### config.mk
export PLATFORM = sky130hd
export DESIGN_NAME = smc_switch_matrix
export DESIGN_NICKNAME = d
export VERILOG_FILES = /design/src/logic/smc_pkg.sv /design/src/logic/smc_switch_matrix.sv
export VERILOG_INCLUDE_DIRS = /design/src /design/src/logic
export SDC_FILE = /design/constraint.sdc
export NUM_CORES = 1
export LEC_CHECK = 0
export BUFFER_PORTS_ARGS = -buffer_cell sky130_fd_sc_hd__buf_4
export CORE_AREA = 4 4 142 144
export CTS_BUF_LIST = sky130_fd_sc_hd__clkbuf_16
export CTS_CLUSTER_SIZE = 28
export DETAILED_ROUTE_END_ITERATION = 8
export DIE_AREA = 0 0 146 148
export GPL_TIMING_DRIVEN = 0
export PLACE_DENSITY_LB_ADDON = 0.12
export SLEW_MARGIN = 0
export SYNTH_ARGS = -nofsm -noshare
export SYNTH_HDL_FRONTEND = slang
export SYNTH_SLANG_ARGS = --single-unit
### constraint.sdc
create_clock -name i_clk -period 2.6 [get_ports i_clk]
set_input_delay 0.65 -clock i_clk [delete_from_list [all_inputs] [get_ports i_clk]]
set_output_delay 0.65 -clock i_clk [all_outputs]
set_load 0.005 [all_outputs]
### src/logic/smc_map.svh
`ifndef SMC_MAP_SVH
`define SMC_MAP_SVH
// -----------------------------------------------------------------
// register byte offsets
// -----------------------------------------------------------------
`define SMC_GROUP_CFG_OFS   16'h200c
`define SMC_DRV_IND_OFS     16'h2150
`define SMC_NEG_IND_OFS     16'h2154
`define SMC_POS_IND_OFS     16'h2158
`define SMC_TIA_IND_OFS     16'h215c
`define SMC_DRV_STA_OFS     16'h21b0
`define SMC_POS_STA_OFS     16'h21b4
`define SMC_NEG_STA_OFS     16'h21b8
`define SMC_TIA_STA_OFS     16'h21bc
// -----------------------------------------------------------------
// reset values and writable masks
// -----------------------------------------------------------------
`define SMC_CFG_RST         32'h0000ffff
`define SMC_IND_RST         16'h0000
`define SMC_CFG_MASK        32'h0007ffff
// -----------------------------------------------------------------
// group configuration fields
// -----------------------------------------------------------------
`define SMC_TIA_EXTRA_B_BIT 18
`define SMC_TIA_EXTRA_A_BIT 17
`define SMC_SEL_BIT         16
`define SMC_TIA_CODE_LSB    12
`define SMC_NEG_CODE_LSB    8
`define SMC_POS_CODE_LSB    4
`define SMC_DRV_CODE_LSB    0
// -----------------------------------------------------------------
// switch bit positions inside the per-group vectors
// -----------------------------------------------------------------
`define SMC_DRV_MASK        16'h00ff
`define SMC_NEG_MASK        16'h0fff
`define SMC_POS_MASK        16'h1fff
`define SMC_TIA_MASK        16'h0bff
`define SMC_TIA_GROUP_MASK  16'h087f
`define SMC_TIA_CAL         16'h0800
`define SMC_TIA_EXTRA_A     16'h0100
`define SMC_TIA_EXTRA_B     16'h0200
`define SMC_NEG_SHORT       16'h0400
`define SMC_NEG_CAL         16'h0200
`define SMC_NEG_SW9         16'h0100
`define SMC_NEG_LDO2        16'h0800
`define SMC_POS_LDO         16'h0800
`define SMC_POS_LDO2        16'h1000
`define SMC_POS_SW11        16'h0400
`define SMC_ONE             16'h0001
`endif

### src/logic/smc_pkg.sv
package smc_pkg;
    // one effective control vector per switch group, 1 = closed
    typedef struct packed {
        logic [15:0] tia;
        logic [15:0] pos;
        logic [15:0] neg;
        logic [15:0] drv;
    } smc_sw_t;

    typedef enum logic [1:0] {
        SMC_RESP_OKAY   = 2'b00,
        SMC_RESP_SLVERR = 2'b10
    } smc_resp_t;
endpackage

### src/logic/smc_switch_matrix.sv
// Implementation choice: the AXI4-Lite interface to the registers.
`timescale 1ns/10ps
`include "smc_map.svh"
// How it works
// [RL1] select bit picks per-switch registers over codes
// [RL2] per-switch writes wait until select is set
// [RL3] tia code: open, single path, calibration
// [RL4] tia 1001 all closed, above opens; extras excluded
// [RL5] tia extras follow config bits 18, 17
// [RL6] neg code: short, singles, nine, calibration
// [RL7] neg 1011-1110 second tie only, 1111 open
// [RL8] pos code: tie, calibration, singles, eleven; code has no pos calibration, 1010 closes nothing
// [RL9] pos 1101-1110 second tie only, 1111 open
// [RL10] drive code: open, calibration, single switches; code has no drive calibration, 0001-1000 close singles
// [RL11] drive 1001 all closed, above all open
// [RL12] config resets to all codes open, group mode
// [RL13] four read-only status registers show switch states
// [RL14] software closes tie switches before hibernation
// [RL15] per-switch registers reset to all open
// [RL16] per-switch bit one closes its switch
// [RL17] status shows effective controls after selection
module smc_switch_matrix
    import smc_pkg::*;
#(
    parameter int ADDR_W = 16
)(
    input  wire logic              i_clk,
    input  wire logic              i_reset,
    input  wire logic [ADDR_W-1:0] i_awaddr,
    input  wire logic              i_awvalid,
    output logic                   o_awready,
    input  wire logic [31:0]       i_wdata,
    input  wire logic [3:0]        i_wstrb,
    input  wire logic              i_wvalid,
    output logic                   o_wready,
    output logic [1:0]             o_bresp,
    output logic                   o_bvalid,
    input  wire logic              i_bready,
    input  wire logic [ADDR_W-1:0] i_araddr,
    input  wire logic              i_arvalid,
    output logic                   o_arready,
    output logic [31:0]            o_rdata,
    output logic [1:0]             o_rresp,
    output logic                   o_rvalid,
    input  wire logic              i_rready,
    output smc_sw_t                o_sw
);
    // -----------------------------------------------------------------
    // helpers
    // -----------------------------------------------------------------
    function automatic logic [31:0] merge(input logic [31:0] old_v,
                                          input logic [31:0] new_v,
                                          input logic [3:0]  strb);
        logic [31:0] r;
        r = old_v;
        for (int b = 0; b < 4; b++)
        begin
            if (strb[b])
                r[b*8 +: 8] = new_v[b*8 +: 8];
        end
        return r;
    endfunction

    function automatic logic [15:0] single(input logic [3:0] code);
        return `SMC_ONE << (code - 4'h1);
    endfunction

    function automatic logic [15:0] dec_tia(input logic [3:0] c);
        logic [15:0] r;
        r = 16'h0000;
        if (c >= 4'h1 && c <= 4'h7)
            r = single(c);                           // [RL3]
        else if (c == 4'h8)
            r = `SMC_TIA_CAL;                        // [RL3]
        else if (c == 4'h9)
            r = `SMC_TIA_GROUP_MASK;                 // [RL4]
        return r;
    endfunction

    function automatic logic [15:0] dec_neg(input logic [3:0] c);
        logic [15:0] r;
        r = 16'h0000;
        if (c == 4'h0)
            r = `SMC_NEG_SHORT;                      // [RL6]
        else if (c <= 4'h7)
            r = single(c);                           // [RL6]
        else if (c == 4'h9)
            r = `SMC_NEG_SW9;                        // [RL6]
        else if (c == 4'ha)
            r = `SMC_NEG_CAL;                        // [RL6]
        else if (c >= 4'hb && c <= 4'he)
            r = `SMC_NEG_LDO2;                       // [RL7]
        return r;
    endfunction

    function automatic logic [15:0] dec_pos(input logic [3:0] c);
        logic [15:0] r;
        r = 16'h0000;
        if (c == 4'h0)
            r = `SMC_POS_LDO;                        // [RL8]
        else if (c <= 4'h9)
            r = single(c);                           // [RL8]
        else if (c == 4'hb)
            r = `SMC_POS_SW11;                       // [RL8]
        else if (c == 4'hd || c == 4'he)
            r = `SMC_POS_LDO2;                       // [RL9]
        return r;
    endfunction

    function automatic logic [15:0] dec_drv(input logic [3:0] c);
        logic [15:0] r;
        r = 16'h0000;
        if (c >= 4'h1 && c <= 4'h8)
            r = single(c);                           // [RL10]
        else if (c == 4'h9)
            r = `SMC_DRV_MASK;                       // [RL11]
        return r;
    endfunction

    // -----------------------------------------------------------------
    // register storage
    // -----------------------------------------------------------------
    logic [31:0] cfg_q;
    logic [31:0] cfg_d;
    logic [15:0] ind_q [4];
    logic [15:0] ind_d [4];
    smc_sw_t     sw_d;

    // -----------------------------------------------------------------
    // write channel
    // -----------------------------------------------------------------
    logic [ADDR_W-1:0] awaddr_q;
    logic [31:0]       wdata_q;
    logic [3:0]        wstrb_q;
    logic              aw_held_q;
    logic              w_held_q;
    wire  logic        aw_fire  = i_awvalid & o_awready;
    wire  logic        w_fire   = i_wvalid & o_wready;
    wire  logic        write_do = aw_held_q & w_held_q & ~o_bvalid;
    wire  logic        aw_held_d = ~write_do & (aw_held_q | aw_fire);
    wire  logic        w_held_d  = ~write_do & (w_held_q | w_fire);
    wire  logic        bvalid_d  = write_do | (o_bvalid & ~i_bready);

    wire  logic wr_cfg = awaddr_q == ADDR_W'(`SMC_GROUP_CFG_OFS);
    wire  logic wr_drv = awaddr_q == ADDR_W'(`SMC_DRV_IND_OFS);
    wire  logic wr_neg = awaddr_q == ADDR_W'(`SMC_NEG_IND_OFS);
    wire  logic wr_pos = awaddr_q == ADDR_W'(`SMC_POS_IND_OFS);
    wire  logic wr_tia = awaddr_q == ADDR_W'(`SMC_TIA_IND_OFS);
    wire  logic wr_sta = awaddr_q == ADDR_W'(`SMC_DRV_STA_OFS)
                       | awaddr_q == ADDR_W'(`SMC_POS_STA_OFS)
                       | awaddr_q == ADDR_W'(`SMC_NEG_STA_OFS)
                       | awaddr_q == ADDR_W'(`SMC_TIA_STA_OFS);
    wire  logic wr_hit = wr_cfg | wr_drv | wr_neg | wr_pos | wr_tia | wr_sta;
    // status writes are accepted and dropped, like reserved bits
    wire  logic [31:0] wr_cfg_v = merge(cfg_q, wdata_q, wstrb_q) & `SMC_CFG_MASK;

    always_comb
    begin
        cfg_d = cfg_q;
        for (int g = 0; g < 4; g++)
            ind_d[g] = ind_q[g];
        if (write_do)
        begin
            if (wr_cfg)
                cfg_d = wr_cfg_v;
            else if (wr_drv)
                ind_d[0] = 16'(merge({16'h0000, ind_q[0]}, wdata_q, wstrb_q) & `SMC_DRV_MASK);
            else if (wr_neg)
                ind_d[1] = 16'(merge({16'h0000, ind_q[1]}, wdata_q, wstrb_q) & `SMC_NEG_MASK);
            else if (wr_pos)
                ind_d[2] = 16'(merge({16'h0000, ind_q[2]}, wdata_q, wstrb_q) & `SMC_POS_MASK);
            else if (wr_tia)
                ind_d[3] = 16'(merge({16'h0000, ind_q[3]}, wdata_q, wstrb_q) & `SMC_TIA_MASK);
        end
    end

    always_ff @(posedge i_clk)
    begin
        if (i_reset)
        begin
            aw_held_q <= 1'b0;
            w_held_q  <= 1'b0;
            o_awready <= 1'b0;
            o_wready  <= 1'b0;
            o_bvalid  <= 1'b0;
            o_bresp   <= SMC_RESP_OKAY;
            awaddr_q  <= '0;
            wdata_q   <= 32'h0000_0000;
            wstrb_q   <= 4'h0;
        end
        else
        begin
            aw_held_q <= aw_held_d;
            w_held_q  <= w_held_d;
            o_awready <= ~aw_held_d;
            o_wready  <= ~w_held_d;
            o_bvalid  <= bvalid_d;
            if (aw_fire)
                awaddr_q <= i_awaddr;
            if (w_fire)
            begin
                wdata_q <= i_wdata;
                wstrb_q <= i_wstrb;
            end
            if (write_do)
                o_bresp <= wr_hit ? SMC_RESP_OKAY : SMC_RESP_SLVERR;
        end
    end

    // -----------------------------------------------------------------
    // switch control registers and effective switch state
    // -----------------------------------------------------------------
    wire  logic sel = cfg_q[`SMC_SEL_BIT];
    wire  logic [15:0] grp_tia = dec_tia(cfg_q[`SMC_TIA_CODE_LSB +: 4])
                               | (cfg_q[`SMC_TIA_EXTRA_A_BIT] ? `SMC_TIA_EXTRA_A : 16'h0000)
                               | (cfg_q[`SMC_TIA_EXTRA_B_BIT] ? `SMC_TIA_EXTRA_B : 16'h0000);

    // per-switch contents reach the switches only through sel, so software
    // may stage them in any order before flipping the source
    always_comb
    begin
        if (sel)
        begin
            sw_d.drv = ind_q[0];                     // [RL1] [RL16]
            sw_d.neg = ind_q[1];                     // [RL1] [RL16]
            sw_d.pos = ind_q[2];                     // [RL1] [RL16]
            sw_d.tia = ind_q[3];                     // [RL1] [RL16]
        end
        else
        begin
            sw_d.drv = dec_drv(cfg_q[`SMC_DRV_CODE_LSB +: 4]);   // [RL1] [RL2]
            sw_d.neg = dec_neg(cfg_q[`SMC_NEG_CODE_LSB +: 4]);   // [RL2]
            sw_d.pos = dec_pos(cfg_q[`SMC_POS_CODE_LSB +: 4]);   // [RL2]
            sw_d.tia = grp_tia;                                  // [RL4] [RL5]
        end
    end

    always_ff @(posedge i_clk)
    begin
        if (i_reset)
        begin
            cfg_q <= `SMC_CFG_RST;                   // [RL12]
            for (int g = 0; g < 4; g++)
                ind_q[g] <= `SMC_IND_RST;            // [RL15]
            o_sw  <= '0;
        end
        else
        begin
            cfg_q <= cfg_d;
            for (int g = 0; g < 4; g++)
                ind_q[g] <= ind_d[g];
            o_sw  <= sw_d;
        end
    end

    // -----------------------------------------------------------------
    // read channel
    // -----------------------------------------------------------------
    logic [31:0] rd_v;
    logic        rd_hit;
    wire  logic  ar_fire  = i_arvalid & o_arready;
    wire  logic  rvalid_d = ar_fire | (o_rvalid & ~i_rready);

    // status reads return the registered switch drive itself
    always_comb
    begin
        rd_hit = 1'b1;
        rd_v   = 32'h0000_0000;
        if (i_araddr == ADDR_W'(`SMC_GROUP_CFG_OFS))
            rd_v = cfg_q;
        else if (i_araddr == ADDR_W'(`SMC_DRV_IND_OFS))
            rd_v = {16'h0000, ind_q[0]};
        else if (i_araddr == ADDR_W'(`SMC_NEG_IND_OFS))
            rd_v = {16'h0000, ind_q[1]};
        else if (i_araddr == ADDR_W'(`SMC_POS_IND_OFS))
            rd_v = {16'h0000, ind_q[2]};
        else if (i_araddr == ADDR_W'(`SMC_TIA_IND_OFS))
            rd_v = {16'h0000, ind_q[3]};
        else if (i_araddr == ADDR_W'(`SMC_DRV_STA_OFS))
            rd_v = {16'h0000, o_sw.drv};             // [RL13] [RL17]
        else if (i_araddr == ADDR_W'(`SMC_POS_STA_OFS))
            rd_v = {16'h0000, o_sw.pos};             // [RL13] [RL17]
        else if (i_araddr == ADDR_W'(`SMC_NEG_STA_OFS))
            rd_v = {16'h0000, o_sw.neg};             // [RL13] [RL17]
        else if (i_araddr == ADDR_W'(`SMC_TIA_STA_OFS))
            rd_v = {16'h0000, o_sw.tia};             // [RL13] [RL17]
        else
            rd_hit = 1'b0;
    end

    always_ff @(posedge i_clk)
    begin
        if (i_reset)
        begin
            o_arready <= 1'b0;
            o_rvalid  <= 1'b0;
            o_rdata   <= 32'h0000_0000;
            o_rresp   <= SMC_RESP_OKAY;
        end
        else
        begin
            o_arready <= ~rvalid_d;
            o_rvalid  <= rvalid_d;
            if (ar_fire)
            begin
                o_rdata <= rd_v;
                o_rresp <= rd_hit ? SMC_RESP_OKAY : SMC_RESP_SLVERR;
            end
        end
    end
endmodule // smc_switch_matrix

==> out/metrics.cfg, run 1 <==
[run_status]
status=finished clean

[routing]
met3_length_um=2268
topRoutingLayerUsed=met4
wl_per_cell_um=19.99
antenna_left=0
vias=7789
drt-total-wl_um=27990
drtIter0Drc=704
detail_route.first_pass.iterations=5
viasPerCell=5.564
wl_met1_um=12350
drc=0
wl_met2_um=12610

[logic_synthesis]
synth_cell_type_count=72
mappedNetlistArea_um2=8403
synth.avg_cell_area_um2=8.817
synth_top_cell_area_share_pct=45.98
synth.yosys.warnings=0
async_reset_ff_share_pct=0
synth_ff_type=dfxtp_1
synth-edff-count=0
synth-seq-cells=193
synthCells=953
synth_area_leaders=dfxtp_1 (46%), mux2i_1 (8.8%), nor2_1 (5.6%)
yosysTopAreaCell=dfxtp_1
seq_area_frac_synth_pct=45.98

[worst_setup_path]
worstPathArrival_ns=2.74
startpoint_type=input pin
r2r_slack_ns=0.31
end_kind=flop
cp_max_fo=10
reg2reg_depth=6
worstSetupPathType=in -> reg
worst_ep_required_time_ns=2.93

[floorplanning]
io_pins=180
rows=50
core_um2=18710
die-height_um=148
die_area_um2=21610
die_x_um=146
initial_core_util_pct=44.92

[timing]
period_minus_slack_ns=2.406
hold_viol=0
setup_violations=0
period_share_pct=92.53
finalMaxSlewViolations=0
fin_skew_ns=0.01456
rsz0062_at_grt=no
setup-tns-final_ns=0
maxSlewHeadroom_pct=44.16
max_freq_mhz=415.7
max_slew.worst_pin.slew_ns=0.8299
worst_slack_ns=0.1942

[global_routing]
antenna_found_initial=0
grt_pass1_wl_um=42570
grt_max_degree=17
grt_pass1_vias=7348
grt_usage_pct=25.35
grt_overflow=0

[job]
max-cap-violations=0

[clocking]
cts_root_buf=clkbuf_16
clk_path_buf_depth=2
h-tree-depth=4
cts_tree=built
clock-sinks=193
cts_setup_buffers=0
numCtsBuffers=17
ctsResizeCount=0
clock_latency_ns=0.43
cts.hold.buffers_added=0
clk_pin_slew_worst_paths_ns=0.07

[place]
place_worst_setup_slack_ns=-0.4301
dp_hpwl_um=21750
routabilityCongestion=0.9522
port_buffers=148
placed_cell_area_um2=9931

[cells_and_area]
area_growth_pct=25.09
drive_gt1_share_pct=19.81
final_nets=1234
antenna_cells_inserted=0
fill_cells=1766
fin_area_um2=10510

[power]
peakVddDrop_mv=0.4714
powerDensity_nw_per_um2=579.1
p_leak_uw=0.004405

[hold_path]
worstHoldPathCells=2
min_path_type=reg -> reg

sequential cells by signal (all words and copies together), names as in the netlist, 3 cells and up:
register  flops
o_sw         64
ind_q        44
cfg_q        19
o_rdata      19
wdata_q      19
awaddr_q     16
wstrb_q       3
cell usage in the layout, fill, tap and decap left out, types with 13 or more instances in the layout:
cell / count
inv_1: 38
dfxtp_1: 193
nor2_1: 125
clkbuf_16: 17
clkbuf_1: 46
buf_4: 163
conb_1: 34
a21oi_1: 69
nand4_1: 13
mux2i_1: 74
nor3_1: 21
nand3_1: 13
o21ai_0: 21
nand2_1: 116
a211o_1: 16
metrics by stage:
step	utilization [%]	cells	hold slack [ns]	power [uW]
after detailed placement	53.09	1368	0.4469	3603
after global placement	53.09	1368	0.4432	3598
after floorplan	-	986	0.4302	3368
after global routing	56.19	1400	0.4427	6304
after CTS	56.13	1400	0.4437	6124
final	56.19	1400	0.4550	6087
cell families after synthesis:
group                      synth area share (%)
and+or+nand+nor                           20.77
DFF                                       45.98
other                                   0.04463
AOI/OAI and AO/OA                         15.26
muxes                                     10.42
adders and majority gates                0.8934
buffers and inverters                     6.209
xor gates and xnor gates                 0.4170
cells in the mapped netlist (4+ instances only):
master / number
a211o_1: 16
a211oi_1: 6
a21oi_1: 69
a221oi_1: 8
a22o_1: 7
a2bb2oi_1: 10
a32o_1: 5
and2_1: 4
and3_1: 7
and4_1: 4
buf_1: 7
buf_2: 11
buf_4: 15
clkbuf_1: 46
dfxtp_1: 193
ha_1: 6
inv_1: 35
mux2_2: 6
mux2i_1: 74
nand2_1: 116
nand2b_1: 7
nand3_1: 13
nand3b_1: 7
nand4_1: 13
nor2_1: 125
nor2b_1: 8
nor3_1: 21
nor4_1: 12
nor4b_1: 4
o2111a_1: 4
o2111ai_1: 11
o21ai_0: 21
o22ai_1: 5
layer usage:
metal / vias up / global-route usage, %
met1: 3647 / 34.76
met2: 388 / 40.68
li1: 3702 / -
met5: - / 0
met3: 52 / 4.568
met4: 0 / 8.467
layout make-up:
cell class	count	area, um2	share of cell area, %
Multi-Input combinational cell	676	4154	39.52
Clock inverter	15	142.6	1.357
Clock buffer	17	425.4	4.047
Inverter	35	131.4	1.250
Timing Repair Buffer	148	1111	10.57
Sequential cell	193	3864	36.76
Tap cell	234	292.8	2.785
Buffer	82	390.4	3.714
power by group:
part	leakage [uW]	switching [uW]	internal, uW	total [uW]
clock network	0.000291	1140	1410	2550
registers	0.00157	48.8	3020	3070
logic	0.00254	265	204	469
total	0.00441	1450	4640	6090
worst paths after layout:
kind / from / to
worst max-delay path: i_araddr[12] / o_rdata[1]
worst min-delay path: o_rdata[18] / o_rdata[18]
worst max register to register: awaddr_q[9] / ind_q[0][7]
worst min register to register: o_rdata[18] / o_rdata[18]
critical path, cell delays in order:
cell and delay (ns):
buf_4 0.12, nor4b_2 0.53, and4_1 0.37, clkbuf_1 0.51, nor2_1 0.21, and3_1 0.19
nor4_1 0.16
(Power assumes the default switching activity.)
==> run 2: changes to the inputs <==
- BUFFER_PORTS_ARGS: -buffer_cell sky130_fd_sc_hd__buf_4 -> not set
- DONT_BUFFER_PORTS: not set -> 1
==> run 2 against run 1 <==
- register-to-register slack worse by 0.08 ns
- largest cell class unchanged
- largest power group unchanged
- global-route usage is 0.22 points higher
- clock skew is 0.0017 ns lower
- setup slack better by 0.018 ns
- design area is 11% lower
- clock-buffer cell count stayed put
- first-iteration DRC count is 0.14% lower
- worst hold slack worse by 0.11 ns
- non-clock buffer count is 148 lower
- sequential cell count stayed put
- sequential share of layout area is 4.7 points higher
==> out/metrics.cfg, run 2 (synthesis gave the netlist of run 1 again) <==
[run_status]
status=finished clean

[clocking]
clock-sinks=193
numCtsBuffers=17
clk_path_buf_depth=2
cts.hold.buffers_added=0
clock_latency_ns=0.44
h-tree-depth=4
cts_tree=built
cts_setup_buffers=0
clk_pin_slew_worst_paths_ns=0.07
cts_root_buf=clkbuf_16

[global_routing]
antenna_found_initial=0
grt_max_degree=17
grt_overflow=0
grt_pass1_vias=7022
grt_usage_pct=25.58
grt_pass1_wl_um=42460

[timing]
setup_violations=0
setup-tns-final_ns=0
period_share_pct=91.82
fin_skew_ns=0.01288
maxSlewHeadroom_pct=43.47
period_minus_slack_ns=2.387
max_freq_mhz=418.9
hold_viol=0
rsz0062_at_grt=no
finalMaxSlewViolations=0
max_slew.worst_pin.slew_ns=0.8417

[routing]
viasPerCell=5.761
drtIter0Drc=703
antenna_left=0
vias=7207
wl_per_cell_um=22.44
drt-total-wl_um=28080
detail_route.first_pass.iterations=5
drc=0

[cells_and_area]
area_growth_pct=11.02
most-common-layout-cells=dfxtp_1 (193), nor2_1 (125), nand2_1 (116), mux2i_1 (74), a21oi_1 (69)
top_register=o_sw
drive_gt1_share_pct=7.571
stdcell_count=1251
final_common_cell=dfxtp_1
top_regs=o_sw x64, ind_q x44
antenna_cells_inserted=0
largest_reg_flops=64
final_nets=1086

[worst_setup_path]
startpoint_type=input pin
reg2reg_depth=5
worst_ep_required_time_ns=2.93
cp_max_fo=10
end_kind=flop
r2r_start=cfg_q[13]
r2r_slack_ns=0.23
worstSetupPathType=in -> reg
worstPathArrival_ns=2.72
regToRegEndpoint=o_sw[48]

[power]
p_leak_uw=0.003608
powerDensity_nw_per_um2=617.5
peakVddDrop_mv=0.4009

[floorplanning]
initial_core_util_pct=44.92
die_x_um=146
die_area_um2=21610
rows=50
io_pins=180
die-height_um=148
core_um2=18710

[hold_path]
hp-start=i_awaddr[12]
worstHoldPathCells=2
whs_endpoint=awaddr_q[12]
min_path_type=in -> reg

[place]
routabilityCongestion=0.9190
dp_hpwl_um=21600
dpl.cell_count=1220
port_buffers=0

[job]
max-cap-violations=0

[run 2: cell types whose count changed in the layout (fill, tap and decap cells not counted), sizes merged]
cell      before  now
inv           41   38
bufinv         2    0
clkinvlp       1    2
buf          182   34
clkinv         6    9
[run 2: routing by layer]
metal,vias to the layer above,global-route usage [%],share of wire (%)
met5,-,0,0
met1,3416,34.34,44
met2,325,40.43,44
li1,3414,-,-
met3,52,6.560,8.8
met4,0,8.514,2.8
[run 2: worst max path at each step]
stage	startpoint	end	cells past startpoint
floorplan	i_araddr[12]	o_rdata[4]	6
CTS	i_araddr[2]	o_rdata[12]	7
finish	i_araddr[2]	o_rdata[1]	7
detailed placement	i_araddr[2]	o_rdata[12]	7
global placement	i_araddr[2]	o_rdata[12]	7
global route	awaddr_q[9]	ind_q[2][4]	6
[run 2: area by class of cell]
type	count	area, um2
inverter	35	131.4
sequential	193	3864
fill	1798	9376
clock inverter	14	77.57
tap	234	292.8
multi-input combinational	676	4148
clock buffer	17	425.4
buffer	82	390.4
[run 2: worst max-delay path, cell delays in order]
cell,delay (ns)
buf_2,0.22
nor4bb_1,0.39
and4_1,0.35
clkbuf_1,0.50
nor2_1,0.22
and3_1,0.20
nor4_1,0.19
[run 2: metrics by stage]
step                      area [um2]  power (uW)  hold slack, ns  utilization [%]  worst slack [ns]
after global routing            9329        5938          0.3383            49.87           0.05704
final                           9329        5761          0.3421            49.87            0.2126
after global placement          8820        3477          0.4426            47.15           -0.2930
after CTS                       9323        5780          0.3342            49.84            0.1283
after detailed placement        8820        3481          0.4454            47.15           -0.3246
after floorplan                 8527        3368          0.4302                -            0.3384
[run 2: report_power, final]
part / switching (uW) / total, uW / internal, uW
combinational: 222 / 335 / 113
clock: 1150 / 2350 / 1200
sequential: 58.7 / 3080 / 3020
total: 1430 / 5760 / 4330
[run 2: timing repair]
action                                 4_1_cts  5_1_grt
setup endpoints to repair                    0        1
endpoints found under the hold margin        0        0
resized for setup                            0        1
==> run 3: changes to the inputs <==
- ABC_AREA: not set -> 1
- CORE_AREA: 4 4 142 144 -> 4 4 144 146
- DIE_AREA: 0 0 146 148 -> 0 0 148 150
==> run 3 against run 2 <==
- non-clock buffer count decreased by 19
- sequential cell count unchanged
- wire length increased by 4.1%
- setup slack improved by 0.29 ns
- highest routed layer unchanged
==> out/metrics.cfg, run 3 <==
[worst_setup_path]
cp_max_fo=10
startpoint_type=flop
reg2reg_depth=9
cpPeakStageDelay_ns=0.33
end_kind=flop
worst_ep_required_time_ns=2.91
r2r_slack_ns=0.50
r2r_start=awaddr_q[12]
regToRegEndpoint=ind_q[1][7]
worstPathArrival_ns=2.41
cp_slowest_cell=dfxtp_1
crit_chain=nor2_1, nand3_1, inv_1, nand4_1, nor2_1, nand3_1, buf_2, o21ai_0, a21oi_1
worstSetupPathType=reg -> reg

[clocking]
clock-sinks=193
cts_root_buf=clkbuf_16
clk_path_buf_depth=2
cts_setup_buffers=0
clock_latency_ns=0.44
cts.hold.buffers_added=0
h-tree-depth=4
ctsResizeCount=0
cts_tree=built
numCtsBuffers=17
clk_pin_slew_worst_paths_ns=0.07

[run_status]
status=finished clean

[timing]
setup-tns-final_ns=0
period_share_pct=80.59
finalMaxSlewViolations=0
max_slew.worst_pin.slew_ns=0.9469
period_minus_slack_ns=2.095
max_freq_mhz=477.3
rsz0062_at_grt=no
fin_skew_ns=0.01242
worst_slack_ns=0.5048
fin_hold_ws_ns=0.3316
setup_violations=0
maxSlewHeadroom_pct=36.29
hold_viol=0

[floorplanning]
io_pins=180
die-height_um=150
initial_core_util_pct=44.71
die_area_um2=22200
rows=51
die_x_um=148
core_um2=19400

[place]
place_worst_setup_slack_ns=0.2389
port_buffers=0
routabilityCongestion=0.9464
dp_hpwl_um=23450

[routing]
vias=7920
viasPerCell=5.333
antenna_left=0
wl_per_cell_um=19.68
drc=0
detail_route.first_pass.iterations=6
drt-total-wl_um=29230
drtIter0Drc=732

[logic_synthesis]
synth-edff-count=0
synth-seq-cells=193
async_reset_ff_share_pct=0
synthCells=1156
synth_top_cell_area_share_pct=44.55
synth_cell_type_count=47
synth.most_common_cell=dfxtp_1
synth_area_leaders=dfxtp_1 (45%), o21ai_0 (7.9%), nand2_1 (7.5%)
yosysTopAreaCell=dfxtp_1
synth.yosys.warnings=0
mappedNetlistArea_um2=8673
seq_area_frac_synth_pct=44.55
synth_ff_type=dfxtp_1
synth_commonest_cells=dfxtp_1 (193), nand2_1 (173), inv_1 (155)
synth.avg_cell_area_um2=7.503

[job]
max-cap-violations=0

[cells_and_area]
drive_gt1_share_pct=9.098
most-common-layout-cells=dfxtp_1 (193), nand2_1 (173), inv_1 (158), o21ai_0 (137), a21oi_1 (113)
area_growth_pct=11.61
top_regs=o_sw x64, ind_q x44
final_common_cell=dfxtp_1
top_register=o_sw
antenna_cells_inserted=0
final_nets=1289
largest_reg_flops=64

[global_routing]
grt_pass1_vias=7559
grt_usage_pct=26.13
grt_pass1_wl_um=43880
grt_use_met3_pct=8.086
top_usage_layer=met2
grt_use_met2_pct=40.76
grt_max_degree=17
grt_overflow=0
antenna_found_initial=0
grtUsageMet1_pct=33.91

[hold_path]
whs_endpoint=o_sw[16]
min_path_type=in -> reg
worstHoldPathCells=1
hp-start=i_reset

[power]
powerDensity_nw_per_um2=616.8
peakVddDrop_mv=0.4782
design_power_total_uw=5971
p_leak_uw=0.004063

-- run 3: kinds of logic after synthesis --
| group | after synthesis | synth area share (%) |
|---|---|---|
| buffers and inverters | 233 | 11.41 |
| adders and majority gates | 6 | 0.8655 |
| and+or+nand+nor | 387 | 21.47 |
| xor gates and xnor gates | 1 | 0.1010 |
| AOI/OAI and AO/OA | 335 | 21.57 |
| other | 1 | 0.04324 |
| DFF | 193 | 44.55 |
-- run 3: worst max path at each step --
stage / start / endpoint / slack [ns] / cells after the start
3_3_place_gp: i_araddr[12] / o_rdata[10] / 0.26 / 12
3_5_place_dp: i_araddr[12] / o_rdata[10] / 0.24 / 12
6_report: awaddr_q[12] / ind_q[1][7] / 0.50 / 9
2_1_floorplan: i_araddr[11] / o_rdata[12] / 0.70 / 11
5_1_grt: awaddr_q[12] / ind_q[1][7] / 0.43 / 9
4_1_cts: awaddr_q[12] / ind_q[1][7] / 0.58 / 9
-- run 3: worst max-delay path: cells and delay by family (launching register included) --
| kind | cells | cell delay, ns |
|---|---|---|
| DFF | 1 | 0.33 |
| and+or+nand+nor | 5 | 0.91 |
| buffers and inverters | 2 | 0.40 |
| AOI/OAI and AO/OA | 2 | 0.34 |
-- run 3: layout make-up --
type / count / area (um2)
fill: 1997 / 9718
multi-input combinational: 763 / 3944
sequential: 193 / 3864
inverter: 170 / 645.6
clock buffer: 17 / 425.4
buffer: 63 / 344.1
tap: 265 / 331.6
clock inverter: 14 / 126.4
-- run 3: stage by stage --
step           util (%)  instance area [um2]  std cells
5_1_grt           49.90                 9681       1485
4_1_cts           49.90                 9681       1485
3_3_place_gp      47.06                 9129       1454
6_report          49.90                 9681       1485
3_5_place_dp      47.06                 9129       1454
2_1_floorplan         -                 8797       1189
-- run 3: report_power, final --
part	switching (uW)	internal [uW]
Clock	1130	1390
Combinational	244	98.4
Sequential	64.6	3040
-- run 3: metal layers --
layer  share of wire (%)  up-vias
met4                 3.2        0
met3                 9.9       55
met5                   0        -
met2                  44      343
li1                    -     3917
met1                  43     3605
